`src/hdl/gate_cfg.svh`:
```
// timing and mode constants for the gate driver fault feedback block
`ifndef GATE_CFG_SVH
`define GATE_CFG_SVH
`define CLK_MHZ          125
`define ACK_NS           900
`define ACK_CYC          ((`ACK_NS * `CLK_MHZ + 999) / 1000)
`define SC_CHECK_NS      8500
`define SC_CHECK_CYC     ((`SC_CHECK_NS * `CLK_MHZ + 999) / 1000)
`define SC_MAX_NS        10000
`define SC_MAX_CYC       ((`SC_MAX_NS * `CLK_MHZ) / 1000)
`define FAULT_HOLD_MS    1000
`define FAULT_HOLD_CYC   (`FAULT_HOLD_MS * `CLK_MHZ * 1000)
`define MODE_2LEVEL      1'h0
`define MODE_3LEVEL      1'h1
`endif

```
`src/hdl/gate_pkg.sv`:
```
// types shared by the gate driver fault feedback block
`default_nettype none
package gate_pkg;
  typedef enum logic [1:0] {st_off, st_wait, st_on, st_trip} gate_st_t;
  typedef struct packed {
    logic cmd;
    logic sc_sense;
    logic supply_ok;
  } drv_in_t;
endpackage
`default_nettype wire

```
`src/hdl/pulse_timer.sv`:
```
// loadable down counter used for ack, check and hold delays
`default_nettype none
module pulse_timer #(
  parameter int W = 8
) (
  input  wire logic         clk,
  input  wire logic         nrst,
  input  wire logic         ce,
  input  wire logic         load,
  input  wire logic [W-1:0] count,
  output logic              busy,
  output logic              done
);
  logic [W-1:0] cnt;
  wire  logic   at_one = (cnt == W'(1));
  always_ff @(posedge clk) begin
    if (!nrst) begin
      cnt  <= '0;
      done <= 1'b0;
    end else if (ce) begin
      done <= 1'b0;
      if (load) begin
        cnt <= count;
      end else if (cnt != '0) begin
        cnt  <= cnt - W'(1);
        done <= at_one;
      end
    end
  end
  assign busy = (cnt != '0);
endmodule
`default_nettype wire

```
`src/hdl/gate_fault_feedback.sv`:
```
// command, short-circuit protection (gate trip in 2-level mode only, fault flag in both modes) and status feedback of the gate driver
`include "gate_cfg.svh"
`default_nettype none
module gate_fault_feedback #(
  parameter int HOLD_CYC = `FAULT_HOLD_CYC,
  parameter int HW       = 28
) (
  input  wire logic             clk,
  input  wire logic             nrst,
  input  wire logic             ce,
  input  wire gate_pkg::drv_in_t pins,
  input  wire logic             topology_mode_select,
  output logic                  gate_on,
  output logic                  status_light,
  output logic                  fault
);
  localparam int AW = 8;
  localparam int CW = 11;

  // three-stage synchronisers for the pin inputs
  logic [2:0] cmd_s, sc_s, sup_s;
  logic       cmd_q, sc_q, sup_q, mode;
  always_ff @(posedge clk) begin
    if (!nrst) begin
      cmd_s <= 3'h0;
      sc_s  <= 3'h0;
      sup_s <= 3'h0;
      cmd_q <= 1'b0;
      sc_q  <= 1'b0;
      sup_q <= 1'b0;
      mode  <= `MODE_2LEVEL;
    end else if (ce) begin
      cmd_s <= {cmd_s[1:0], pins.cmd};
      sc_s  <= {sc_s[1:0], pins.sc_sense};
      sup_s <= {sup_s[1:0], pins.supply_ok};
      if (cmd_s[2] == cmd_s[1]) cmd_q <= cmd_s[2];
      if (sc_s[2] == sc_s[1]) sc_q <= sc_s[2];
      if (sup_s[2] == sup_s[1]) sup_q <= sup_s[2];
      mode <= topology_mode_select;
    end
  end

  wire logic cmd_edge = (cmd_s[2] == cmd_s[1]) && (cmd_s[2] != cmd_q);
  wire logic cmd_rise = cmd_edge && cmd_s[2];

  // acknowledge pulse timer
  logic ack_busy;
  pulse_timer #(.W(AW)) u_ack (
    .clk   (clk),
    .nrst  (nrst),
    .ce    (ce),
    .load  (cmd_edge),
    .count (AW'(`ACK_CYC)),
    .busy  (ack_busy),
    .done  ()
  );

  // short-circuit check timer started by turn-on
  logic chk_done;
  pulse_timer #(.W(CW)) u_chk (
    .clk   (clk),
    .nrst  (nrst),
    .ce    (ce),
    .load  (cmd_rise),
    .count (CW'(`SC_CHECK_CYC)),
    .busy  (),
    .done  (chk_done)
  );

  wire logic sc_hit = chk_done && cmd_q && sc_q;

  // one-second fault hold
  logic hold_busy;
  pulse_timer #(.W(HW)) u_hold (
    .clk   (clk),
    .nrst  (nrst),
    .ce    (ce),
    .load  (sc_hit),
    .count (HW'(HOLD_CYC)),
    .busy  (hold_busy),
    .done  ()
  );

  gate_pkg::gate_st_t st, next_st;
  always_comb begin
    next_st = st;
    case (st)
      gate_pkg::st_off:  if (cmd_rise) next_st = gate_pkg::st_wait;
      gate_pkg::st_wait: begin
        if (!cmd_q) next_st = gate_pkg::st_off;
        else if (sc_hit && mode == `MODE_2LEVEL)
          next_st = gate_pkg::st_trip;
        else if (chk_done) next_st = gate_pkg::st_on;
      end
      gate_pkg::st_on:   if (!cmd_q) next_st = gate_pkg::st_off;
      gate_pkg::st_trip: if (!cmd_q) next_st = gate_pkg::st_off;
      default:           next_st = gate_pkg::st_off;
    endcase
  end

  always_ff @(posedge clk) begin
    if (!nrst) begin
      st           <= gate_pkg::st_off;
      gate_on      <= 1'b0;
      status_light <= 1'b0;
      fault        <= 1'b0;
    end else if (ce) begin
      st <= next_st;
      gate_on <= (next_st == gate_pkg::st_wait) ||
                 (next_st == gate_pkg::st_on);
      fault <= hold_busy || sc_hit;
      status_light <= sup_q && !hold_busy && !sc_hit && !ack_busy &&
                      !cmd_edge;
    end
  end
endmodule
`default_nettype wire

```
`config.mk`:
```
export PLATFORM = sky130hd
export DESIGN_NAME = gate_fault_feedback
export DESIGN_NICKNAME = d
export VERILOG_FILES = /design/src/hdl/gate_pkg.sv /design/src/hdl/pulse_timer.sv /design/src/hdl/gate_fault_feedback.sv
export VERILOG_INCLUDE_DIRS = /design/src /design/src/hdl
export SDC_FILE = /design/constraint.sdc
export NUM_CORES = 1
export LEC_CHECK = 0
export BUFFER_PORTS_ARGS = -buffer_cell sky130_fd_sc_hd__buf_2
export CAP_MARGIN = 10
export CORE_MARGIN = 1.5
export CORE_UTILIZATION = 55
export CTS_BUF_LIST = sky130_fd_sc_hd__clkbuf_4
export CTS_CLUSTER_SIZE = 30
export DETAILED_ROUTE_END_ITERATION = 7
export PLACE_DENSITY = 0.72
export SLEW_MARGIN = 20
export SYNTH_ARGS = -nofsm -noshare
export SYNTH_HDL_FRONTEND = slang
export SYNTH_SLANG_ARGS = --single-unit
```
`constraint.sdc`:
```
create_clock -name clk -period 2.8 [get_ports clk]
set_clock_uncertainty 0.2 [all_clocks]
set_input_delay 0.7 -clock clk [delete_from_list [all_inputs] [get_ports clk]]
set_output_delay 0.7 -clock clk [all_outputs]
set_load 0.01 [all_outputs]
```
* Word level (Yosys, flattened, before mapping)
Cells that the tools add are included.
Storage, ports and cells: output and inout bits 3, register bits after elaboration 66
Operators by class: add/subtract/negate cells 3, bitwise operators 1, equal/unequal tests 10, mux-type cells 14, reduce and logical (&&, ||, !) cells 29
Operators by type and width (count):
- $mux W28 | 2
- $reduce_bool A28 Y1 | 1
- $sub A28 B1 Y28 const B | 1
- $mux W11 | 2
- $mux W8 | 2
- $reduce_and A2 Y1 | 6
- $eq A11 B1 Y1 const B | 1
- $reduce_bool A11 Y1 | 1
- $sub A11 B1 Y11 const B | 1
- $mux W2 | 5
- $logic_and A1 B1 Y1 | 9
- $reduce_bool A8 Y1 | 1
- $sub A8 B1 Y8 const B | 1
- $eq A2 B2 Y1 const B | 3
- $pmux W2 S3 | 1
- $reduce_bool A2 Y1 | 3
- $eq A2 B1 Y1 const B | 2
- $logic_not A1 Y1 | 4
- $eq A1 B1 Y1 | 3
- $logic_not A2 Y1 | 1
- $logic_or A1 B1 Y1 | 2
- $mux W1 | 2
- $reduce_or A2 Y1 | 1
- $ne A1 B1 Y1 | 1
- $not A1 Y1 | 1

* Depth between registers and ports, before layout
Gate-level depths: netlist (run 1).
word-level depth 8, depth in mapped cells 7, mapped depth without buffers 7

* Cells and area by module
From an unflattened synthesis (run 1), not the netlist that was laid out.
Unflattened totals: cells, all modules 552, area total of the unflattened synthesis 4296.6 um^2
Modules (own cells, without submodules):
- pulse_timer (u_hold) | times used 1, cells each 283, area an instance 2084.5 um^2
- pulse_timer (u_chk) | times used 1, cells each 106, area an instance 829.5 um^2
- gate_fault_feedback | times used 1, cells each 84, area an instance 773.2 um^2
- pulse_timer (u_ack) | times used 1, cells each 79, area an instance 609.3 um^2

* Least setup slack after synthesis (run 1)
OpenSTA, ideal clock, no wires.
kind input -> register, from input port ce, to register u_hold.cnt[5], data required time 2.472 ns, arrival 1.856 ns, setup slack 0.616 ns, stages 5, library setup time 0.128 ns, cell sequence clkinv_1 or4b_2 a21oi_1 xnor2_1 nor2_1
On the way: cells in the longest elaborated chain, start to end 1
Ends and longest elaborated chain:
- start, declared | line gate_fault_feedback.sv:10 | input wire logic ce,
- $reduce_and A2 Y1 (no line)
- end signal, assigned | line pulse_timer.sv:23 | cnt <= count;
- end signal, assigned | line pulse_timer.sv:25 | cnt <= cnt - W'(1);
- end, declared | line pulse_timer.sv:14 | logic [W-1:0] cnt;
Every way passes these cells. A chain may end at the register's enable or synchronous reset.

* Final worst setup path (run 1)
from register u_hold.cnt[0], to register u_hold.cnt[5]
On the way: cells in the longest elaborated chain, start to end 3
Ends and longest elaborated chain (line):
- $sub A28 B1 Y28 / $reduce_bool A28 Y1 (equally long branches) | pulse_timer.sv:25, pulse_timer.sv:24
- $mux W28 / $reduce_bool A2 Y1 (equally long branches)
- $mux W28 / $reduce_and A2 Y1 (equally long branches)
Several ways; a longest one is shown, not always the timed one. The select of a mux whose other input is x is not followed.

==> results of run 1 <==
## power by group through the flow
stage               logic (mW)  registers [mW]  clock network (mW)
floorplan                 2.21            1.52                   0
global placement          2.69            1.60                   0
detailed placement        2.73            1.62                   0
CTS                       2.75            1.60               0.551
global route              3.10            1.66               0.587
finish                    2.78            1.61               0.534
## cell usage after synthesis (4+ instances only)
library cell / instances
mux2i_1: 11
nor3b_1: 4
or4_1: 13
o21ai_0: 20
o31ai_1: 5
buf_1: 4
nor4_4: 4
ha_1: 7
nor2_1: 47
nand4b_1: 5
nor4_1: 8
nor3_1: 9
nand3_1: 5
nand2_1: 20
or3_1: 10
a21oi_1: 35
inv_1: 9
xor2_1: 12
xnor2_1: 12
a211oi_1: 6
a31oi_1: 7
nand4_1: 14
dfxtp_1: 66
clkbuf_1: 8
## state kept, by name (all words and copies together), names as in the netlist
register / count
status_light: 1
st: 2
u_ack.cnt: 8
u_hold.cnt: 28
fault: 1
cmd_s: 3
mode: 1
sup_q: 1
gate_on: 1
sup_s: 3
u_chk.done: 1
sc_s: 3
u_chk.cnt: 11
sc_q: 1
cmd_q: 1
## cells by family after synthesis
| group | Yosys count | synth area share (%) |
|---|---|---|
| AOI/OAI and AO/OA | 92 | 16.9 |
| xor gates and xnor gates | 24 | 6.24 |
| adders and majority gates | 7 | 2.60 |
| buffers and inverters | 25 | 2.86 |
| DFF | 66 | 39.2 |
| muxes | 11 | 3.27 |
| and+or+nand+nor | 163 | 28.9 |
## cell type report
cell class,instances,area [um^2]
flip-flops and latches,66,1320
clock buffers,9,67.6
fillers,537,2290
repair buffers,18,113
inverters,11,41.3
multi-input cells,297,1950
well taps,75,93.8
clock inverters,7,46.3
## path summary, 6_finish.rpt
path | from | endpoint | slack (ns) | depth (start not counted)
setup / recovery | u_hold.cnt[0]$_SDFFE_PN0P_ | u_hold.cnt[5]$_SDFFE_PN0P_ | 0.32 | 7
setup reg to reg | u_hold.cnt[0]$_SDFFE_PN0P_ | u_hold.cnt[5]$_SDFFE_PN0P_ | 0.32 | 7
hold reg to reg | status_light$_SDFFE_PN0P_ | status_light$_SDFFE_PN0P_ | 0.27 | 2
hold / removal | status_light$_SDFFE_PN0P_ | status_light$_SDFFE_PN0P_ | 0.27 | 2
## routing by layer
layer  routed length, um  global-route usage [%]  part of all wire [%]  vias up
met3                 368                    6.85                   5.0       12
met2                3470                    40.4                    47       77
li1                    -                       -                     -     1484
met4                  68                    4.48                  0.91        0
met5                   0                       0                     0        -
met1                3520                    33.3                    47     1400
## worst max-delay path, stage by stage (launching register included)
cell     delay (ns)
dfxtp_1        0.38
inv_1          0.10
ha_1           0.17
or4b_2         0.65
nor4_1         0.46
a21oi_1        0.18
xnor2_1        0.17
nor2_1         0.05
## metrics by stage
step / instance area, um^2 / total power, mW / utilization [%] / std cells
after floorplan: 3370 / 3.73 / - / 388
after global placement: 3520 / 4.30 / 59.4 / 467
after detailed placement: 3520 / 4.35 / 59.4 / 467
after CTS: 3630 / 4.89 / 61.3 / 483
after global routing: 3630 / 5.35 / 61.3 / 483
final: 3630 / 4.92 / 61.3 / 483
==> flow_summary.yaml, run 1 <==
layout:
  diodes: 0
  drive_gt1_share_pct: 11.5
  layout_commonest_cell: "dfxtp_1"
  finalNetCount: 417
  most-common-layout-cells: "dfxtp_1 (66), nor2_1 (47), a21oi_1 (35)"
  syn_to_final_growth_pct: 7.88
placement:
  dp_hpwl_mm: 5.31
  port_buffers: 9
  gp_congestion: 0.878
  place_ws_ns: 0.354
clocking:
  cts_resized: 0
  cts_hold_buf: 0
  cts-root-buf: "clkbuf_4"
  tritoncts: "done"
  cts_sinks: 66
  post-cts-setup-buffers: 0
  h-tree-depth: 3
  clkTransAtPathRegs_ns: 0.11
  worstSkewPairLatency_ns: 0.41
  cts_buffers: 9
  cts_buffer_depth: 2
power_and_ir_drop:
  leakage_nw: 1.38
  power_density_nw_per_um2: 1350
  pwr-share-comb_pct: 56.5
  intPower_mw: 2.58
  switching_share_pct: 47.6
  peakVddDrop_mv: 0.705
  p_switching_mw: 2.34
  p_clk_share_pct: 10.8
  seq_power_share_pct: 32.7
yosys:
  synth_largest_area_cell: "dfxtp_1"
  synth_area_um2: 3370
  syn_nets: 402
  yosys_warnings: 0
  synth_edf_count: 0
  async_reset_ff_share_pct: 0
  synth_cell_types: 52
  ys.flop_type: "dfxtp_1"
  netlist.area_leader.share_pct: 39.2
  netlist_instances: 388
  ys_top_cells_by_area: "dfxtp_1 (39%), nor2_1 (5.2%), a21oi_1 (5.2%), mux2i_1 (3.3%), xnor2_1 (3.1%)"
  syn-mean-instance-area_um2: 8.68
  ys_seq_area_share_pct: 39.2
  synth-seq-cells: 66
critical_path:
  critPathLaunchType: "register"
  critPathMaxFanout: 5
  critPathKind: "register to register"
  required_ns: 2.88
  crit_arrival_ns: 2.56
  endpoint_kind: "register"
floorplanning:
  num_io_pins: 10
  floorplan.initialDensity_pct: 56.9
  rows: 28
  die_w_um: 81.2
  dieArea_um2: 6600
  core-area_um2: 5920
  die_h_um: 81.2
route:
  vias_per_cell: 6.16
  antenna_left: 0
  drcViolationCount: 0
  routed_wl_mm: 7.43
  drtIter0Drc: 162
  wl_per_cell_um: 15.4
  vias: 2973
  dr.pass1.iters: 4
outcome:
  status: "finished, final reports clean"
grt:
  grt_max_degree: 25
  grt_util_all_layers_pct: 24.9
  antenna_found_initial: 0
  overflow: 0
  grt_pass1_vias: 2636
  grt_pass1_wl_mm: 12.5
job:
  drv_cap: 0
sta:
  setup_viol: 0
  whs_ns: 0.271
  fin_ws_ns: 0.324
  final-max-slew-violation-count: 0
  fmax_mhz: 404
  tightestPinTransition_ns: 0.634
  fin_crit_sh_pct: 88.4
  rsz0062_at_grt: "false"
  fin_setup_tns_ns: 0
  maxSlewHeadroom_pct: 57.3
  hold_viol: 0
  min_period_ns: 2.48
worst_hold_path:
  hp-class: "register to register"
No activity file was read; power rests on OpenSTA's default activity.
==> run 2: changes to the inputs <==
Settings changed: CORE_UTILIZATION 55 to 62, CTS_BUF_LIST sky130_fd_sc_hd__clkbuf_4 to sky130_fd_sc_hd__clkbuf_16, PLACE_DENSITY 0.72 to 0.79.
==> flow_summary.yaml, run 2 (synthesis results as in run 1) <==
power_and_ir_drop:
  leakage_nw: 1.45
  p_total_mw: 5.42
  power_density_nw_per_um2: 1440
  peakVddDrop_mv: 0.777
layout:
  stdcell_area_um2: 3770
  layout_commonest_cell: "dfxtp_1"
  diodes: 0
  fillers: 404
  most-common-layout-cells: "dfxtp_1 (66), nor2_1 (47), a21oi_1 (35)"
  drive_gt1_share_pct: 10.5
  syn_to_final_growth_pct: 11.9
  largest_reg_flops: 28
  top_register: "u_hold.cnt"
  largestRegisters: "u_hold.cnt (28), u_chk.cnt (11), u_ack.cnt (8)"
  finalNetCount: 417
floorplanning:
  dieArea_um2: 5880
  num_io_pins: 10
  rows: 26
  floorplan.initialDensity_pct: 65.1
  core-area_um2: 5170
  die_w_um: 76.7
  die_h_um: 76.7
grt:
  grt_pass1_vias: 2967
  grt_pass1_wl_mm: 13.4
  overflow: 0
  antenna_found_initial: 0
  grt_max_degree: 25
  grt_util_all_layers_pct: 28.4
route:
  vias: 3034
  wl_per_cell_um: 16.5
  drcViolationCount: 0
  drtIter0Drc: 253
  vias_per_cell: 6.35
  dr.pass1.iters: 5
  routed_wl_mm: 7.87
  antenna_left: 0
critical_path:
  required_ns: 2.78
  endpoint_kind: "register"
  rrSetupSlack_ns: 0.31
  crit_family: "simple AND/OR/NAND/NOR gates"
  crit_arrival_ns: 2.47
  crit_slowest_cell: "or4b_2"
  critPathLaunchType: "register"
  max_stage_delay_ns: 0.64
  critPathKind: "register to register"
  crit_path_cell_trace: "inv_1 -> ha_1 -> or4b_2 -> nor4_1 -> a21oi_1 -> xnor2_1 -> nor2_1"
  critPathMaxFanout: 5
  cp_num_buf_inv: 1
clocking:
  clkTransAtPathRegs_ns: 0.05
  cts_sinks: 66
  cts_buffer_depth: 2
  cts_buffers: 9
  cts_hold_buf: 0
  post-cts-setup-buffers: 0
  h-tree-depth: 3
  cts_resized: 0
  cts-root-buf: "clkbuf_16"
  worstSkewPairLatency_ns: 0.32
  tritoncts: "done"
job:
  drv_cap: 0
sta:
  fin_crit_sh_pct: 89.0
  fin_setup_tns_ns: 0
  fin_ws_ns: 0.308
  rsz0062_at_grt: "false"
  setup_viol: 0
  fmax_mhz: 401
  tightestPinTransition_ns: 0.738
  min_period_ns: 2.49
  hold_viol: 0
  maxSlewHeadroom_pct: 50.4
  final-max-slew-violation-count: 0
outcome:
  status: "finished, final reports clean"
placement:
  place_ws_ns: 0.348
  gp_congestion: 0.919
  dp_hpwl_mm: 5.34
  port_buffers: 9
  dpl_cell_area_um2: 3510
worst_hold_path:
  hp-class: "register to register"
run 2: worst register-to-register path: cells and delay by family, from the launching register on:
kind / cells / cell delay (ns)
DFF: 1 / 0.36
adders and majority gates: 1 / 0.17
xor gates and xnor gates: 1 / 0.17
and+or+nand+nor: 3 / 1.18
buffers and inverters: 1 / 0.11
AOI/OAI and AO/OA: 1 / 0.17
run 2: path summary, 6_finish.rpt:
path,from,to,cells after the start
hold / removal,fault$_SDFFE_PN0P_,fault$_SDFFE_PN0P_,2
setup / recovery,u_hold.cnt[0]$_SDFFE_PN0P_,u_hold.cnt[10]$_SDFFE_PN0P_,7
setup reg to reg,u_hold.cnt[0]$_SDFFE_PN0P_,u_hold.cnt[10]$_SDFFE_PN0P_,7
hold reg to reg,fault$_SDFFE_PN0P_,fault$_SDFFE_PN0P_,2
run 2: final cells by class:
type | instances | area [um^2] | area share (%)
inverters | 11 | 41.3 | 1.10
clock inverters | 7 | 30.0 | 0.797
clock buffers | 9 | 225 | 5.98
repair buffers | 18 | 113 | 2.99
multi-input cells | 297 | 1950 | 51.7
flip-flops and latches | 66 | 1320 | 35.1
well taps | 70 | 87.6 | 2.32
run 2: routing by layer:
layer  share of wire, %  global-route usage (%)
met1                 44                    34.6
met4                1.9                    12.6
met3                5.0                    5.60
met2                 49                    48.3
met5                  0                       0
run 2: through the flow:
stage | instances | util, % | hold WS [ns]
floorplan | 388 | - | 0.244
global placement | 462 | 67.9 | 0.253
detailed placement | 462 | 67.9 | 0.257
CTS | 478 | 72.8 | 0.274
global route | 478 | 72.8 | 0.290
finish | 478 | 72.8 | 0.278
run 2: report_power, final:
part / switching, mW / leakage [nW] / internal, mW
clock network: 0.377 / 0.140 / 0.580
logic: 1.67 / 0.772 / 1.16
registers: 0.387 / 0.539 / 1.24
total: 2.44 / 1.45 / 2.98
